==> config.mk <==
export PLATFORM = sky130hd
export DESIGN_NAME = pbc_power_button_control
export DESIGN_NICKNAME = d
export VERILOG_FILES = /design/src/logic/pbc_pkg.sv /design/src/logic/pbc_power_button_control.sv
export SDC_FILE = /design/constraint.sdc
export NUM_CORES = 1
export LEC_CHECK = 0
export BUFFER_PORTS_ARGS = -buffer_cell sky130_fd_sc_hd__buf_2
export CAP_MARGIN = 5
export CORE_MARGIN = 4
export CORE_UTILIZATION = 55
export DETAILED_ROUTE_END_ITERATION = 8
export PLACE_DENSITY_LB_ADDON = 0.12
export SLEW_MARGIN = 5
export SYNTH_ARGS = -nofsm -noshare
export SYNTH_HDL_FRONTEND = slang
export SYNTH_SLANG_ARGS = --single-unit
==> constraint.sdc <==
create_clock -name clk_i -period 2.8 [get_ports clk_i]
set_input_delay 0.56 -clock clk_i [delete_from_list [all_inputs] [get_ports clk_i]]
set_output_delay 0.56 -clock clk_i [all_outputs]
set_load 0.005 [all_outputs]
==> src/logic/pbc_pkg.sv <==
`default_nettype none
package pbc_pkg;
   // ----------------------------------------
   // timing
   // ----------------------------------------
   localparam int unsigned CLK_HZ = 100_000_000;
   localparam int unsigned GUARD_MS = 4000;
   localparam int unsigned DEBOUNCE_MS = 10;
   localparam int unsigned HALF_SEC_MS = 500;
   localparam int unsigned GUARD_CYC = (CLK_HZ / 1000) * GUARD_MS;
   localparam int unsigned DEBOUNCE_CYC = (CLK_HZ / 1000) * DEBOUNCE_MS;
   localparam int unsigned HALF_SEC_CYC = (CLK_HZ / 1000) * HALF_SEC_MS;
   localparam logic [2:0] PAUSE_TICKS = 3'h4;
   localparam logic [2:0] BEEP_CYCLES = 3'h5;
   localparam logic [3:0] FAULT_MIN = 4'h2;
   localparam logic [3:0] FAULT_MAX = 4'ha;

   // ----------------------------------------
   // register map
   // ----------------------------------------
   localparam logic [4:0] CTRL_OFF = 5'h00;
   localparam logic [4:0] SLEEP_OFF = 5'h04;
   localparam logic [4:0] FAULT_OFF = 5'h08;
   localparam logic [4:0] INT_STAT_OFF = 5'h0c;
   localparam logic [4:0] INT_MASK_OFF = 5'h10;
   localparam logic [4:0] SMI_SRC_OFF = 5'h14;
   localparam logic [4:0] STATE_OFF = 5'h18;

   localparam int unsigned CTRL_ACPI_BIT = 0;
   localparam int unsigned CTRL_MAGIC_BIT = 1;
   localparam int unsigned CTRL_RING_BIT = 2;
   localparam int unsigned CTRL_PME_BIT = 3;
   localparam int unsigned EV_BUTTON_BIT = 0;
   localparam int unsigned EV_WAKE_BIT = 1;
   localparam int unsigned EV_GUARD_BIT = 2;
   localparam int unsigned EV_HOLD_BIT = 3;
   localparam int unsigned SMI_BUTTON_BIT = 0;

   localparam logic [3:0] CTRL_RST = 4'h0;
   localparam logic [3:0] INT_MASK_RST = 4'h0;
   localparam logic SUPPLY_ON_RST = 1'b0;

   typedef enum logic [3:0] {
      PBC_LED_IDLE = 4'h1,
      PBC_LED_ON = 4'h2,
      PBC_LED_OFF = 4'h4,
      PBC_LED_PAUSE = 4'h8
   } pbc_led_st_t;
endpackage
`default_nettype wire

==> src/logic/pbc_power_button_control.sv <==
// Implementation choices: the Avalon-MM slave port and the register offsets.
`timescale 1ns/1ps
`default_nettype none
// Notes on behaviour
// - when off, a debounced button press turns the supply on; guard idle
// - when on without acpi, a button press turns the supply off at once
// - on with acpi: press raises management interrupt, source, status, starts guard
// - status cleared in time keeps the supply on so suspend can follow
// - status still set when guard expires turns the supply off
// - with acpi, press held four seconds or more then released turns supply off
// - steady green while fully on and no fault code is set
// - green blinks at half a hertz while in s1 or s3 and no fault code is set
// - fault codes 2 to 10 shown as red blink groups at one hertz
// - beeps match blinks, two second pause, beeping ends after five groups
// - magic packet, ring and pme wake from sleep, each with its own enable
// - detected ring wakes the system when ring wake is enabled
// - asserted pme wakes the system when pme wake is enabled
module pbc_power_button_control #(
   parameter int unsigned GUARD_CYC = pbc_pkg::GUARD_CYC,
   parameter int unsigned DEBOUNCE_CYC = pbc_pkg::DEBOUNCE_CYC,
   parameter int unsigned HALF_SEC_CYC = pbc_pkg::HALF_SEC_CYC
) (
   input wire logic clk_i,
   input wire logic nrst_i,
   input wire logic [4:0] avs_address_i,
   input wire logic avs_read_i,
   input wire logic avs_write_i,
   input wire logic [31:0] avs_writedata_i,
   input wire logic [3:0] avs_byteenable_i,
   output logic [31:0] avs_readdata_o,
   output logic avs_waitrequest_o,
   input wire logic button_n_i,
   input wire logic ring_i,
   input wire logic pci_pme_n_i,
   input wire logic nic_pme_n_i,
   input wire logic supply_good_i,
   output logic supply_on_request_o,
   output logic mgmt_interrupt_n_o,
   output logic irq_o,
   output logic led_green_o,
   output logic led_red_o,
   output logic beep_o
);
   // ----------------------------------------
   // state
   // ----------------------------------------
   typedef struct packed {
      logic [4:0] sync1;
      logic [4:0] sync2;
      logic btn_stable;
      logic [31:0] deb_cnt;
      logic ring_prev;
      logic [31:0] hold_cnt;
      logic guard_run;
      logic [31:0] guard_cnt;
      logic supply_on;
      logic [3:0] ctrl;
      logic sleep;
      logic [3:0] fault;
      logic [3:0] int_stat;
      logic [3:0] int_mask;
      logic smi_src;
      logic [31:0] tick_cnt;
      logic tick;
      logic green_ph;
      logic half_ph;
      pbc_pkg::pbc_led_st_t led_st;
      logic [3:0] blink_n;
      logic [2:0] pause_n;
      logic [2:0] rep_n;
      logic waitreq;
      logic [31:0] rdata;
      logic mgmt_n;
      logic irq;
      logic green;
      logic red;
      logic beep;
   } pbc_state_t;

   pbc_state_t st_ff;
   pbc_state_t nxt_st;

   logic btn_s;
   logic ring_s;
   logic pme_s;
   logic nic_s;
   logic good_s;
   logic btn_fall;
   logic btn_rise;
   logic wake;
   logic wr_go;
   logic rd_go;
   logic fault_go;

   assign btn_s = st_ff.sync2[0];
   assign ring_s = st_ff.sync2[1];
   assign pme_s = ~st_ff.sync2[2];
   assign nic_s = ~st_ff.sync2[3];
   assign good_s = st_ff.sync2[4];

   // ----------------------------------------
   // next state
   // ----------------------------------------
   always_comb begin
      nxt_st = st_ff;
      btn_fall = 1'b0;
      btn_rise = 1'b0;
      wake = 1'b0;
      fault_go = 1'b0;
      // first stage feeds only the second stage
      nxt_st.sync1 = {supply_good_i, nic_pme_n_i, pci_pme_n_i, ring_i, button_n_i};
      nxt_st.sync2 = st_ff.sync1;

      // a level must stay put for the whole window before it is believed
      if (btn_s == st_ff.btn_stable) begin
         nxt_st.deb_cnt = 32'h0;
      end else if (st_ff.deb_cnt >= DEBOUNCE_CYC - 1) begin
         nxt_st.deb_cnt = 32'h0;
         nxt_st.btn_stable = btn_s;
         btn_fall = st_ff.btn_stable;
         btn_rise = ~st_ff.btn_stable;
      end else begin
         nxt_st.deb_cnt = st_ff.deb_cnt + 32'h1;
      end

      // hold time, saturating so a long press cannot wrap
      if (st_ff.btn_stable) begin
         nxt_st.hold_cnt = 32'h0;
      end else if (st_ff.hold_cnt < GUARD_CYC) begin
         nxt_st.hold_cnt = st_ff.hold_cnt + 32'h1;
      end

      nxt_st.ring_prev = ring_s;
      if (st_ff.ctrl[pbc_pkg::CTRL_RING_BIT] && ring_s && !st_ff.ring_prev) begin
         wake = 1'b1;
      end
      if (st_ff.ctrl[pbc_pkg::CTRL_PME_BIT] && pme_s) begin
         wake = 1'b1;
      end
      // the controller reports a magic packet on its own pme line
      if (st_ff.ctrl[pbc_pkg::CTRL_MAGIC_BIT] && nic_s) begin
         wake = 1'b1;
      end

      // ---- register bus: one wait cycle, then the access completes
      rd_go = avs_read_i && !st_ff.waitreq;
      wr_go = avs_write_i && !st_ff.waitreq && avs_byteenable_i[0];
      nxt_st.waitreq = !((avs_read_i || avs_write_i) && st_ff.waitreq);
      if (avs_address_i == pbc_pkg::CTRL_OFF) begin
         nxt_st.rdata = {28'h0, st_ff.ctrl};
      end else if (avs_address_i == pbc_pkg::SLEEP_OFF) begin
         nxt_st.rdata = {31'h0, st_ff.sleep};
      end else if (avs_address_i == pbc_pkg::FAULT_OFF) begin
         nxt_st.rdata = {28'h0, st_ff.fault};
      end else if (avs_address_i == pbc_pkg::INT_STAT_OFF) begin
         nxt_st.rdata = {28'h0, st_ff.int_stat};
      end else if (avs_address_i == pbc_pkg::INT_MASK_OFF) begin
         nxt_st.rdata = {28'h0, st_ff.int_mask};
      end else if (avs_address_i == pbc_pkg::SMI_SRC_OFF) begin
         nxt_st.rdata = {31'h0, st_ff.smi_src};
      end else if (avs_address_i == pbc_pkg::STATE_OFF) begin
         nxt_st.rdata = {28'h0, st_ff.guard_run, st_ff.btn_stable, good_s, st_ff.supply_on};
      end else begin
         nxt_st.rdata = 32'h0;
      end
      if (rd_go) begin
         nxt_st.rdata = st_ff.rdata;
      end

      if (wr_go) begin
         if (avs_address_i == pbc_pkg::CTRL_OFF) begin
            nxt_st.ctrl = avs_writedata_i[3:0];
         end else if (avs_address_i == pbc_pkg::SLEEP_OFF) begin
            nxt_st.sleep = avs_writedata_i[0];
         end else if (avs_address_i == pbc_pkg::FAULT_OFF) begin
            // codes outside the table clear the display
            if (avs_writedata_i[3:0] >= pbc_pkg::FAULT_MIN && avs_writedata_i[3:0] <= pbc_pkg::FAULT_MAX) begin
               nxt_st.fault = avs_writedata_i[3:0];
               fault_go = 1'b1;
            end else begin
               nxt_st.fault = 4'h0;
            end
         end else if (avs_address_i == pbc_pkg::INT_STAT_OFF) begin
            nxt_st.int_stat = st_ff.int_stat & ~avs_writedata_i[3:0];
         end else if (avs_address_i == pbc_pkg::INT_MASK_OFF) begin
            nxt_st.int_mask = avs_writedata_i[3:0];
         end else if (avs_address_i == pbc_pkg::SMI_SRC_OFF) begin
            nxt_st.smi_src = st_ff.smi_src & ~avs_writedata_i[0];
         end
      end

      // ---- power control; hardware sets below win over a same-cycle clear
      if (!st_ff.supply_on) begin
         if (btn_fall || wake) begin
            nxt_st.supply_on = 1'b1;
            nxt_st.sleep = 1'b0;
         end
      end else if (!st_ff.ctrl[pbc_pkg::CTRL_ACPI_BIT]) begin
         if (btn_fall) begin
            nxt_st.supply_on = 1'b0;
         end
      end else begin
         if (btn_fall) begin
            nxt_st.smi_src = 1'b1;
            nxt_st.int_stat[pbc_pkg::EV_BUTTON_BIT] = 1'b1;
            nxt_st.guard_run = 1'b1;
            nxt_st.guard_cnt = 32'h0;
         end
         if (btn_rise && st_ff.hold_cnt >= GUARD_CYC) begin
            nxt_st.supply_on = 1'b0;
            nxt_st.int_stat[pbc_pkg::EV_HOLD_BIT] = 1'b1;
         end
         if (st_ff.guard_run && st_ff.guard_cnt >= GUARD_CYC - 1) begin
            nxt_st.supply_on = 1'b0;
            nxt_st.int_stat[pbc_pkg::EV_GUARD_BIT] = 1'b1;
         end
      end
      // any enabled wake ends sleep, with or without acpi handling
      if (wake) begin
         nxt_st.sleep = 1'b0;
         nxt_st.int_stat[pbc_pkg::EV_WAKE_BIT] = 1'b1;
      end

      if (st_ff.guard_run && !btn_fall) begin
         nxt_st.guard_cnt = st_ff.guard_cnt + 32'h1;
      end
      // a cleared status leaves the supply alone, letting software suspend
      if (!nxt_st.int_stat[pbc_pkg::EV_BUTTON_BIT] || !nxt_st.supply_on) begin
         nxt_st.guard_run = 1'b0;
         nxt_st.guard_cnt = 32'h0;
      end

      // ---- half-second time base shared by all indicator patterns
      nxt_st.tick = 1'b0;
      if (st_ff.tick_cnt >= HALF_SEC_CYC - 1) begin
         nxt_st.tick_cnt = 32'h0;
         nxt_st.tick = 1'b1;
      end else begin
         nxt_st.tick_cnt = st_ff.tick_cnt + 32'h1;
      end

      if (st_ff.tick) begin
         case (st_ff.led_st)
            pbc_pkg::PBC_LED_ON: begin
               nxt_st.led_st = pbc_pkg::PBC_LED_OFF;
               nxt_st.blink_n = st_ff.blink_n + 4'h1;
            end
            pbc_pkg::PBC_LED_OFF: begin
               if (st_ff.blink_n >= st_ff.fault) begin
                  nxt_st.led_st = pbc_pkg::PBC_LED_PAUSE;
                  nxt_st.pause_n = 3'h0;
                  if (st_ff.rep_n < pbc_pkg::BEEP_CYCLES) begin
                     nxt_st.rep_n = st_ff.rep_n + 3'h1;
                  end
               end else begin
                  nxt_st.led_st = pbc_pkg::PBC_LED_ON;
               end
            end
            pbc_pkg::PBC_LED_PAUSE: begin
               if (st_ff.pause_n >= pbc_pkg::PAUSE_TICKS - 3'h1) begin
                  nxt_st.led_st = pbc_pkg::PBC_LED_ON;
                  nxt_st.blink_n = 4'h0;
               end else begin
                  nxt_st.pause_n = st_ff.pause_n + 3'h1;
               end
            end
            default: begin
               nxt_st.led_st = pbc_pkg::PBC_LED_IDLE;
            end
         endcase
         // green holds each phase for two ticks, one second, giving 0.5 hz
         nxt_st.half_ph = ~st_ff.half_ph;
         if (st_ff.half_ph) begin
            nxt_st.green_ph = ~st_ff.green_ph;
         end
      end
      // a new code restarts the pattern even when a tick falls on the same edge
      if (fault_go) begin
         nxt_st.led_st = pbc_pkg::PBC_LED_PAUSE;
         nxt_st.pause_n = 3'h0;
         nxt_st.rep_n = 3'h0;
      end
      if (nxt_st.fault == 4'h0) begin
         nxt_st.led_st = pbc_pkg::PBC_LED_IDLE;
      end

      // ---- outputs, registered
      nxt_st.red = nxt_st.led_st == pbc_pkg::PBC_LED_ON;
      nxt_st.beep = nxt_st.red && nxt_st.rep_n < pbc_pkg::BEEP_CYCLES;
      if (nxt_st.fault != 4'h0 || !nxt_st.supply_on) begin
         nxt_st.green = 1'b0;
      end else if (nxt_st.sleep) begin
         nxt_st.green = nxt_st.green_ph;
      end else begin
         nxt_st.green = 1'b1;
      end
      nxt_st.mgmt_n = ~nxt_st.smi_src;
      nxt_st.irq = |(nxt_st.int_stat & nxt_st.int_mask);
   end

   // ----------------------------------------
   // registers
   // ----------------------------------------
   always_ff @(posedge clk_i) begin
      if (!nrst_i) begin
         st_ff <= '0;
         st_ff.sync1 <= 5'h1d;
         st_ff.sync2 <= 5'h1d;
         st_ff.btn_stable <= 1'b1;
         st_ff.supply_on <= pbc_pkg::SUPPLY_ON_RST;
         st_ff.ctrl <= pbc_pkg::CTRL_RST;
         st_ff.int_mask <= pbc_pkg::INT_MASK_RST;
         st_ff.led_st <= pbc_pkg::PBC_LED_IDLE;
         st_ff.waitreq <= 1'b1;
         st_ff.mgmt_n <= 1'b1;
      end else begin
         st_ff <= nxt_st;
      end
   end

   // supply on request feeds the supply, which gives main rails only while high
   assign supply_on_request_o = st_ff.supply_on;
   assign mgmt_interrupt_n_o = st_ff.mgmt_n;
   assign irq_o = st_ff.irq;
   assign led_green_o = st_ff.green;
   assign led_red_o = st_ff.red;
   assign beep_o = st_ff.beep;
   assign avs_readdata_o = st_ff.rdata;
   assign avs_waitrequest_o = st_ff.waitreq;
endmodule
`default_nettype wire

==> impl_results.md, run 1 <==
- Global-route met3 utilization: 0.0452
- TritonCTS clock tree: built
- Maximum net fanout on the critical path: 10
- Clock tree root driver cell: sky130_fd_sc_hd__clkbuf_16
- Dominant combinational cell family by area after synthesis: simple AND/OR/NAND/NOR gates
- Run status: finished clean
- Start point of the critical path: st_ff[201]
- Arrival time of the worst setup path: 2.94 ns
- Total via count in the routed design: 6734
- Worst-case clock skew: 0.0133 ns
- Antenna cells: 0
- Core Footprint: 15200 um^2
- Final Setup Violations: 0
- Mapped cell area: 8550 um^2
- Global-route layer with the greatest usage: met2
- Max-cap violations: 0
- Final global-route overflow total: 0
- Routability congestion estimate from global placement: 0.830
- Number of vias per cell after detailed routing: 5.45
- Final Hold Slack: 0.327 ns
- Pre-CTS WS: 0.104 ns
- Global-route track usage on met2: 0.285
- Per-cell routed wire length: 13.2 um
- Synth Area in XOR/XNOR: 0.0717
- Average footprint of a synthesized cell: 8.72 um^2
- Count of hold-fix buffers inserted at cts: 0
- Measured slew at the worst slew-check pin: 0.620 ns
- Max-slew violations: 0
- Placement row count: 45
- Boundary pin count: 89
- Max VDD drop: 0.463 mV
- Met1 usage: 0.265
- Final worst path period need: 2.58 ns
- Clock buffers created by TritonCTS: 17
- Post-synth ARST share: 0
- Top area cells in the synthesized netlist: sky130_fd_sc_hd__dfxtp_1 44%, sky130_fd_sc_hd__xor2_1 5.3%, sky130_fd_sc_hd__nor2_1 5.1%
- Commonest non-fill, non-tap cell in the layout: sky130_fd_sc_hd__dfxtp_1
- Post-synthesis mux area share: 0.0243
- Register bit total from synthesis: 187
- First-pass GRT wire length: 27.8 mm
- Yosys Warn Count: 0
- Overall die width: 133 um
- Number of flops mapped to enable cells by yosys: 0
- Pre-Repair DR Iteration Count: 5
- Number of sinks handled by clock tree synthesis: 187
- Lkg Pwr: 0.00336 uW
- Commonest non-fill, non-tap cells in the layout: 187 x sky130_fd_sc_hd__dfxtp_1, 116 x sky130_fd_sc_hd__nor2_1, 69 x sky130_fd_sc_hd__nand2_1
- Post-synthesis simple-gate area fraction: 0.257
- H-tree levels: 4
- Final Hold Violating Endpoints: 0
- Source of the worst register-to-register timing path: st_ff[201]
- Synthesized instance count: 981
- Highest achievable clock rate: 388 MHz
- Count of nets after finishing: 1098
- Leading register cell type out of synthesis: sky130_fd_sc_hd__dfxtp_1
- Count of unique library cells instantiated by Yosys: 62
- Top-area cell type share of the netlist area: 0.438
- Number of global-route vias before repair: 5899
- Worst hold path class: primary input to flop
- Kind of end point of the critical path: flop
- Antenna violations before repair: 0
- Die outline height: 133 um
- Final period util: 0.921
- Clk_lat worst skew: 0.43 ns
- Headroom to the max-slew limit: 0.585
- Post CTS Setup Buffer Count: 0
- Setup TNS: 0 ns
- Clock-pin slew on the worst setup and hold paths: 0.07 ns
- RSZ-0062 raised after global routing: no
- Synth-to-Final Area Change: 11.9%
- Total Wirelength: 16.3 mm
- Critical Setup Path Class: flop to flop
- Detailed-route DRC error count: 0
- DRT antenna net count: 0
- Number of design-rule violations left by the first detailed-router iteration: 470
- Detailed-placement wirelength estimate: 11.3 mm
- Count of port buffers added during placement: 29
- Pin count of the biggest net entering global routing: 37
- Largest area contributor in the synthesized netlist: sky130_fd_sc_hd__dfxtp_1
- Sequential fraction of the synthesis area: 0.438
- Die area: 17600 um^2
- Kind of start point of the critical path: flop
- Arithmetic-cell share of the synthesized area counting full adders, half adders and majority gates: 0.0190
- Starting utilization of the core area: 0.563
- Final worst slack: 0.221 ns
- Hold Path Origin: pci_pme_n_i
- Bufs on Longest Clock Path: 2
- Layout cells sized above 1: 0.102
- Data required time of the critical path: 3.16 ns
- Synthesized-area fraction occupied by ao, oa, aoi and oai cells: 0.131
- Gr usage total: 0.187
- Cell Pwr Density: 535 nW/um^2
## synthesized netlist by cell type (14+ instances only)
library cell / n
sky130_fd_sc_hd__nor4_1: 18
sky130_fd_sc_hd__a21oi_1: 48
sky130_fd_sc_hd__o211ai_1: 19
sky130_fd_sc_hd__nand4_1: 25
sky130_fd_sc_hd__and3_1: 21
sky130_fd_sc_hd__buf_4: 32
sky130_fd_sc_hd__nand3_1: 53
sky130_fd_sc_hd__and2_1: 17
sky130_fd_sc_hd__mux2i_1: 14
sky130_fd_sc_hd__clkbuf_1: 27
sky130_fd_sc_hd__or3_1: 14
sky130_fd_sc_hd__nor3_1: 19
sky130_fd_sc_hd__nor2_1: 116
sky130_fd_sc_hd__nand2_1: 69
sky130_fd_sc_hd__dfxtp_1: 187
sky130_fd_sc_hd__o21ai_0: 28
sky130_fd_sc_hd__inv_1: 35
sky130_fd_sc_hd__xnor2_1: 18
sky130_fd_sc_hd__xor2_1: 52
sky130_fd_sc_hd__nand2b_1: 24
## repair_timing
| action | 4_1_cts | 5_1_grt |
|---|---|---|
| resized for setup | 0 | 3 |
| endpoints found under the setup margin | 0 | 5 |
| endpoints found under the hold margin | 0 | 0 |
## power by group
| group | internal, uW | switching, uW | total, uW |
|---|---|---|---|
| Sequential | 2690 | 12.4 | 2700 |
| Clock | 1240 | 1070 | 2310 |
| Combinational | 41.5 | 70.2 | 112 |
## registers in the layout (all words and copies together) (netlist names)
signal	count
led_red_o	1
avs_readdata_o	4
mgmt_interrupt_n_o	1
st_ff	168
nxt_st	6
led_green_o	1
btn_s	1
beep_o	1
avs_waitrequest_o	1
irq_o	1
good_s	1
supply_on_request_o	1
## critical path, stage by stage, from the launching register on
cell,delay (ns)
sky130_fd_sc_hd__dfxtp_1,0.30
sky130_fd_sc_hd__or4_4,0.54
sky130_fd_sc_hd__or2_1,0.25
sky130_fd_sc_hd__a2111oi_4,0.32
sky130_fd_sc_hd__buf_4,0.23
sky130_fd_sc_hd__o2111ai_4,0.19
sky130_fd_sc_hd__or4_1,0.53
sky130_fd_sc_hd__a21oi_1,0.15
## per-stage QoR
step / utilization / area (um^2) / instances / total power (uW)
3_3_place_gp: 0.590 / 8970 / 1204 / 2870
6_report: 0.629 / 9570 / 1236 / 5120
5_1_grt: 0.629 / 9570 / 1236 / 5300
2_1_floorplan: - / 8720 / 1026 / 2860
3_5_place_dp: 0.590 / 8970 / 1204 / 2870
4_1_cts: 0.628 / 9540 / 1236 / 5180
## final timing paths
kind                                     to  slack, ns  depth (start not counted)
worst max register to register   st_ff[135]       0.22                          7
worst min-delay path            nxt_st[207]       0.33                          2
worst min register to register   st_ff[208]       0.41                          1
worst max-delay path             st_ff[135]       0.22                          7
## routing by layer
| layer | share of wire | routed length (um) | vias up |
|---|---|---|---|
| li1 | - | - | 3500 |
| met1 | 0.51 | 8330 | 3121 |
| met2 | 0.44 | 7130 | 100 |
| met3 | 0.042 | 678 | 13 |
| met4 | 0.011 | 172 | 0 |
| met5 | 0 | 0 | - |
## cells by family (layout without fill, tap and decap cells)
kind of cell / count (synthesis) / after routing
flops: 187 / 187
compound gates: 163 / 163
mux: 19 / 19
other cells: 1 / 46
xor+xnor: 70 / 70
fa+ha+maj: 13 / 13
simple gates: 428 / 428
buf+inv: 100 / 122
## layout make-up
| class | count | area [um^2] |
|---|---|---|
| Clock buffer | 17 | 425 |
| Tap cell | 188 | 235 |
| Multi-Input combinational cell | 739 | 4520 |
| Fill cell | 1315 | 5630 |
| Clock inverter | 15 | 140 |
| Timing Repair Buffer | 55 | 378 |
| Inverter | 35 | 131 |
| Sequential cell | 187 | 3740 |
Note: power is estimated with default switching activity, not from simulation.
==> run 2, diff against run 1 <==
--- a/config.mk
+++ b/config.mk
@@ -8,7 +8,7 @@
 export BUFFER_PORTS_ARGS = -buffer_cell sky130_fd_sc_hd__buf_2
 export CAP_MARGIN = 5
 export CORE_MARGIN = 4
-export CORE_UTILIZATION = 55
+export CORE_UTILIZATION = 59
 export DETAILED_ROUTE_END_ITERATION = 8
 export PLACE_DENSITY_LB_ADDON = 0.12
 export SLEW_MARGIN = 5
==> run 2 against run 1 <==
Clock power increased by 8.7%. Critical endpoint is now st_ff[134]. Global-route usage increased by 2.5 points. Critical path type unchanged. Cell count decreased by 0.81%. Combinational power about the same. Maximum frequency increased by 0.12%. Wire length increased by 2.8%. Non-clock buffer count decreased by 2.
==> impl_results.md, run 2 (synthesis gave the netlist of run 1 again) <==
- DRT antenna net count: 0 (unchanged)
- Total via count in the routed design: 6829 (was 6734)
- Overall die width: 128 um (was 133 um)
- Final period util: 0.920 (was 0.921)
- Number of vias per cell after detailed routing: 5.57 (was 5.45)
- Commonest non-fill, non-tap cell in the layout: sky130_fd_sc_hd__dfxtp_1 (unchanged)
- Kind of end point of the critical path: flop (unchanged)
- Arrival time of the worst setup path: 2.96 ns (was 2.94 ns)
- Critical Path Sink: st_ff[134] (was st_ff[135])
- Routability congestion estimate from global placement: 0.811 (was 0.830)
- Worst-case clock skew: 0.0145 ns (was 0.0133 ns)
- Core Footprint: 14000 um^2 (was 15200 um^2)
- Clock tree root driver cell: sky130_fd_sc_hd__clkbuf_16 (unchanged)
- Maximum net fanout on the critical path: 16 (was 10)
- Number of fill cells: 1161 (was 1315)
- Final worst path period need: 2.58 ns (about the same)
- Cell type group with the largest total delay on the critical path: compound AO/OA/AOI/OAI gates (was simple AND/OR/NAND/NOR gates)
- Pin count of the biggest net entering global routing: 28 (was 37)
- RSZ-0062 raised after global routing: no (unchanged)
- Total chip power: 5320 uW (was 5120 uW)
- Final worst slack: 0.224 ns (was 0.221 ns)
- Antenna violations before repair: 0 (unchanged)
- Starting utilization of the core area: 0.609 (was 0.563)
- R2R Path End: st_ff[134] (was st_ff[135])
- Max-slew violations: 0 (unchanged)
- Data required time of the critical path: 3.18 ns (was 3.16 ns)
- Detailed-route DRC error count: 0 (unchanged)
- Lkg Pwr: 0.00336 uW (about the same)
- Flip-flop count of the largest register after layout: 168 (unchanged)
- Commonest non-fill, non-tap cells in the layout: 187 x sky130_fd_sc_hd__dfxtp_1, 116 x sky130_fd_sc_hd__nor2_1, 69 x sky130_fd_sc_hd__nand2_1 (unchanged)
- Measured slew at the worst slew-check pin: 0.659 ns (was 0.620 ns)
- Crit-path slowest cell: sky130_fd_sc_hd__or4_1 (was sky130_fd_sc_hd__or4_4)
- Final Hold Violating Endpoints: 0 (unchanged)
- Worst hold path class: primary input to flop (unchanged)
- First-pass GRT wire length: 28.9 mm (was 27.8 mm)
- Top reg by flops: st_ff (unchanged)
- Total Wirelength: 16.8 mm (was 16.3 mm)
- Count of port buffers added during placement: 29 (unchanged)
- Worst reg-to-reg setup slack: 0.22 ns (about the same)
- Final global-route overflow total: 0 (unchanged)
- Count of hold-fix buffers inserted at cts: 0 (unchanged)
- Synth-to-Final Area Change: 11.8% (was 11.9%)
- Bufs on Longest Clock Path: 2 (unchanged)
- Source of the worst register-to-register timing path: st_ff[185] (was st_ff[201])
- Clk_lat worst skew: 0.44 ns (was 0.43 ns)
- Setup TNS: 0 ns (unchanged)
- Max-cap violations: 0 (unchanged)
- Worst-case reg-to-reg path depth: 7 (unchanged)
- Max VDD drop: 0.483 mV (was 0.463 mV)
- Clock-pin slew on the worst setup and hold paths: 0.08 ns (was 0.07 ns)
- Placement row count: 43 (was 45)
- Highest achievable clock rate: 388 MHz (about the same)
- Antenna cells: 0 (unchanged)
- Run status: finished clean (unchanged)
- Pre-Repair DR Iteration Count: 4 (was 5)
- Boundary pin count: 89 (unchanged)
- Kind of start point of the critical path: flop (unchanged)
- Critical Setup Path Class: flop to flop (unchanged)
- Per-cell routed wire length: 13.7 um (was 13.2 um)
- Total number of cells along the worst setup path: 7 (unchanged)
- Start point of the critical path: st_ff[185] (was st_ff[201])
- Detailed-placement wirelength estimate: 11.3 mm (about the same)
- Count of nets after finishing: 1096 (was 1098)
- Die area: 16500 um^2 (was 17600 um^2)
- Die outline height: 128 um (was 133 um)
- Number of global-route vias before repair: 6225 (was 5899)
- Cell Pwr Density: 557 nW/um^2 (was 535 nW/um^2)
- H-tree levels: 4 (unchanged)
- Gr usage total: 0.212 (was 0.187)
- Final cell utilization of the core: 0.681 (was 0.629)
- List of cells traversed by the critical path: nor4_1, a211oi_1, a2111oi_4, buf_4, o2111ai_2, or4_1, a21oi_1 (was or4_4, or2_1, a2111oi_4, buf_4, o2111ai_4, or4_1, a21oi_1)
- Buf/Inv on CP: 1 (unchanged)
- Headroom to the max-slew limit: 0.557 (was 0.585)
- Pre-CTS WS: 0.0942 ns (was 0.104 ns)
- Number of design-rule violations left by the first detailed-router iteration: 422 (was 470)
- Delay contributed by the slowest stage of the critical path: 0.54 ns (about the same)
- TritonCTS clock tree: built (unchanged)
- Clock buffers created by TritonCTS: 17 (unchanged)
- Number of sinks handled by clock tree synthesis: 187 (unchanged)
- Final Setup Violations: 0 (unchanged)
- Layout cells sized above 1: 0.0994 (was 0.102)
==> run 2: cell count changes in the layout (fill, tap and decap cells not counted), sizes merged <==
cell / previous run / this run
clkinv: 8 / 5
clkinvlp: 2 / 1
inv: 39 / 42
bufinv: 1 / 2
buf: 55 / 53
==> run 2: repair_timing <==
item                       CTS  global route
setup buffers                0             1
setup endpoints to repair    0            34
gates resized for setup      0             1
==> run 2: area by class of cell <==
type / instances / area (um^2) / share of cell area
Tap cell: 180 / 225 / 0.0236
Clock buffer: 17 / 425 / 0.0445
Inverter: 35 / 131 / 0.0137
Multi-Input combinational cell: 739 / 4490 / 0.469
Clock inverter: 15 / 196 / 0.0205
Sequential cell: 187 / 3740 / 0.392
Timing Repair Buffer: 53 / 350 / 0.0366
==> run 2: power by group <==
part	switching (uW)	internal, uW
Sequential	12.5	2690
Clock	1140	1370
Combinational	71.8	41.5
Total	1230	4090
==> run 2: worst register-to-register path: stages, from the launching register on <==
cell	delay (ns)
sky130_fd_sc_hd__dfxtp_1	0.34
sky130_fd_sc_hd__nor4_1	0.43
sky130_fd_sc_hd__a211oi_1	0.24
sky130_fd_sc_hd__a2111oi_4	0.30
sky130_fd_sc_hd__buf_4	0.20
sky130_fd_sc_hd__o2111ai_2	0.33
sky130_fd_sc_hd__or4_1	0.54
sky130_fd_sc_hd__a21oi_1	0.14
==> run 2: worst min path at each step <==
| stage | from | endpoint | slack (ns) | depth (start not counted) |
|---|---|---|---|---|
| final | pci_pme_n_i | nxt_st[207] | 0.30 | 2 |
| after global routing | pci_pme_n_i | nxt_st[207] | 0.30 | 2 |
| after CTS | pci_pme_n_i | nxt_st[207] | 0.29 | 2 |
| after detailed placement | nxt_st[205] | btn_s | 0.39 | 1 |
| after global placement | nxt_st[209] | good_s | 0.39 | 1 |
| after floorplan | nxt_st[205] | btn_s | 0.39 | 1 |
==> run 2: stage by stage <==
| stage | hold slack, ns | cells | instance area [um^2] |
|---|---|---|---|
| 2_1_floorplan | 0.386 | 1026 | 8720 |
| 3_3_place_gp | 0.388 | 1193 | 8930 |
| 3_5_place_dp | 0.392 | 1193 | 8930 |
| 4_1_cts | 0.286 | 1225 | 9550 |
| 5_1_grt | 0.304 | 1226 | 9560 |
| 6_report | 0.297 | 1226 | 9560 |
==> run 2: metal layers <==
layer	up-vias	wire length, um	global-route usage
met5	-	0	0
met4	0	213	0.0705
met3	18	790	0.0511
met1	3174	8340	0.298
met2	125	7430	0.322
li1	3512	-	-
==> run 3, diff against run 2 <==
--- a/config.mk
+++ b/config.mk
@@ -8,7 +8,7 @@
 export BUFFER_PORTS_ARGS = -buffer_cell sky130_fd_sc_hd__buf_2
 export CAP_MARGIN = 5
 export CORE_MARGIN = 4
-export CORE_UTILIZATION = 59
+export CORE_UTILIZATION = 50
 export DETAILED_ROUTE_END_ITERATION = 8
 export PLACE_DENSITY_LB_ADDON = 0.12
 export SLEW_MARGIN = 5
==> run 3 against run 2 <==
First-iteration DRC count up 1.9%. Sequential power about the same. Critical path depth fell by 1. Combinational power about the same. Critical path type unchanged. Largest cell class unchanged. Highest routed layer unchanged.
==> impl_results.md, run 3 (synthesis gave the netlist of run 1 again) <==
- Count of hold-fix buffers inserted at cts: 0 (unchanged)
- Highest achievable clock rate: 381 MHz (was 388 MHz)
- Pre-Repair DR Iteration Count: 5 (was 4)
- List of cells traversed by the critical path: or4_4, or2_1, a2111oi_4, o2111ai_2, or4_1, a21oi_1 (was nor4_1, a211oi_1, a2111oi_4, buf_4, o2111ai_2, or4_1, a21oi_1)
- Clock tree root driver cell: sky130_fd_sc_hd__clkbuf_16 (unchanged)
- Number of design-rule violations left by the first detailed-router iteration: 430 (was 422)
- Bufs on Longest Clock Path: 2 (unchanged)
- Commonest non-fill, non-tap cells in the layout: 187 x sky130_fd_sc_hd__dfxtp_1, 116 x sky130_fd_sc_hd__nor2_1, 69 x sky130_fd_sc_hd__nand2_1 (unchanged)
- R2R Path End: st_ff[134] (unchanged)
- Hold Path Origin: pci_pme_n_i (unchanged)
- Wire length on met3: 636 um (was 790 um)
- Source of the worst register-to-register timing path: st_ff[201] (was st_ff[185])
- Clock-pin slew on the worst setup and hold paths: 0.07 ns (was 0.08 ns)
- DRT antenna net count: 0 (unchanged)
- Antenna violations before repair: 0 (unchanged)
- Final Hold Slack: 0.304 ns (was 0.297 ns)
- Routability congestion estimate from global placement: 0.813 (was 0.811)
- Core Footprint: 16700 um^2 (was 14000 um^2)
- Kind of end point of the critical path: flop (unchanged)
- Overall die width: 139 um (was 128 um)
- Placement row count: 47 (was 43)
- Maximum net fanout on the critical path: 16 (unchanged)
- Run status: finished clean (unchanged)
- H-tree levels: 4 (unchanged)
- Clock buffers created by TritonCTS: 17 (unchanged)
- Commonest non-fill, non-tap cell in the layout: sky130_fd_sc_hd__dfxtp_1 (unchanged)
- Wire length on met1: 8.53 mm (was 8.34 mm)
- Delay contributed by the slowest stage of the critical path: 0.54 ns (about the same)
- Synth-to-Final Area Change: 11.9% (was 11.8%)
- First-pass GRT wire length: 28.6 mm (was 28.9 mm)
- Per-cell routed wire length: 13.2 um (was 13.7 um)
- Die area: 19300 um^2 (was 16500 um^2)
- Critical Setup Path Class: flop to flop (unchanged)
- Final worst path period need: 2.63 ns (was 2.58 ns)
- TritonCTS clock tree: built (unchanged)
- RSZ-0062 raised after global routing: no (unchanged)
- Kind of start point of the critical path: flop (unchanged)
- Starting utilization of the core area: 0.512 (was 0.609)
- CTS-repair resized insts: 0 (unchanged)
- Top sig layer: met4 (unchanged)
- Arrival time of the worst setup path: 2.99 ns (was 2.96 ns)
- Die outline height: 139 um (was 128 um)
- Setup TNS: 0 ns (unchanged)
- Crit-path slowest cell: sky130_fd_sc_hd__or4_4 (was sky130_fd_sc_hd__or4_1)
- Number of global-route vias before repair: 6084 (was 6225)
- Cell Pwr Density: 538 nW/um^2 (was 557 nW/um^2)
- Count of nets after finishing: 1098 (was 1096)
- Headroom to the max-slew limit: 0.545 (was 0.557)
- Count of port buffers added during placement: 29 (unchanged)
- Final Setup Violations: 0 (unchanged)
- Met2 layer wire length in the routed design: 7.40 mm (was 7.43 mm)
- Layout cells sized above 1: 0.101 (was 0.0994)
- Total Wirelength: 16.7 mm (was 16.8 mm)
- Number of vias per cell after detailed routing: 5.33 (was 5.57)
- Worst hold path class: primary input to flop (unchanged)
- Max-cap violations: 0 (unchanged)
- Gr usage total: 0.175 (was 0.212)
- Worst-case hold path end point: nxt_st[207] (unchanged)
- Data required time of the critical path: 3.16 ns (was 3.18 ns)
- Clk_lat worst skew: 0.43 ns (was 0.44 ns)
- Number of fill cells: 1557 (was 1161)
- Lkg Pwr: 0.00334 uW (was 0.00336 uW)
- Max-slew violations: 0 (unchanged)
- Worst reg-to-reg setup slack: 0.17 ns (was 0.22 ns)
- Worst-case reg-to-reg path depth: 6 (was 7)
- Post CTS Setup Buffer Count: 0 (unchanged)
- Number of sinks handled by clock tree synthesis: 187 (unchanged)
- Final global-route overflow total: 0 (unchanged)
- Max VDD drop: 0.475 mV (was 0.483 mV)
- Detailed-placement wirelength estimate: 11.6 mm (was 11.3 mm)
- Boundary pin count: 89 (unchanged)
- Hold Path Depth: 2 (unchanged)
- Pin count of the biggest net entering global routing: 37 (was 28)
- Flip-flop count of the largest register after layout: 168 (unchanged)
- Final period util: 0.939 (was 0.920)
- Total chip power: 5150 uW (was 5320 uW)
- Total via count in the routed design: 6755 (was 6829)
- Buf/Inv on CP: 0 (was 1)
- Measured slew at the worst slew-check pin: 0.678 ns (was 0.659 ns)
- Top reg by flops: st_ff (unchanged)
- Cell type group with the largest total delay on the critical path: simple AND/OR/NAND/NOR gates (was compound AO/OA/AOI/OAI gates)
- Final Hold Violating Endpoints: 0 (unchanged)
- Antenna cells: 0 (unchanged)
- Detailed-route DRC error count: 0 (unchanged)
- Worst-case clock skew: 0.0133 ns (was 0.0145 ns)
## run 3: per-layer routing
layer	vias up	global-route usage
met4	0	0.0453
met5	-	0
met1	3121	0.245
met3	9	0.0424
met2	108	0.271
li1	3517	-
## run 3: worst max-delay path by stage
stage | startpoint | end | slack (ns) | cells past startpoint
after floorplan | st_ff[201] | st_ff[135] | 0.33 | 6
after global placement | st_ff[201] | st_ff[134] | 0.12 | 6
after detailed placement | st_ff[201] | st_ff[134] | 0.06 | 6
after CTS | st_ff[201] | st_ff[134] | 0.06 | 6
after global routing | st_ff[201] | st_ff[134] | 0.04 | 6
final | st_ff[201] | st_ff[134] | 0.17 | 6
## run 3: worst reg2reg max path: cells and delay by family (launching register included)
kind / cells / cell delay (ns)
simple gates: 3 / 1.34
compound gates: 3 / 0.93
flops: 1 / 0.30
## run 3: power breakdown
group | switching, uW | internal (uW)
sequential | 12.3 | 2690
combinational | 71.2 | 41.4
clock | 1140 | 1190
total | 1230 | 3920
## run 3: cell type report
type	instances	area, um^2	share of cell area
Timing Repair Buffer	55	353	0.0369
Inverter	35	131	0.0137
Tap cell	220	275	0.0288
Clock inverter	15	154	0.0161
Clock buffer	17	425	0.0445
Sequential cell	187	3740	0.391
Multi-Input combinational cell	739	4490	0.469
## run 3: per-stage QoR
stage | utilization | area (um^2) | std cells | worst slack, ns
2_1_floorplan | - | 8720 | 1026 | 0.331
3_3_place_gp | 0.538 | 8990 | 1236 | 0.123
3_5_place_dp | 0.538 | 8990 | 1236 | 0.0612
4_1_cts | 0.573 | 9570 | 1268 | 0.0564
5_1_grt | 0.573 | 9570 | 1268 | 0.0359
6_report | 0.573 | 9570 | 1268 | 0.172
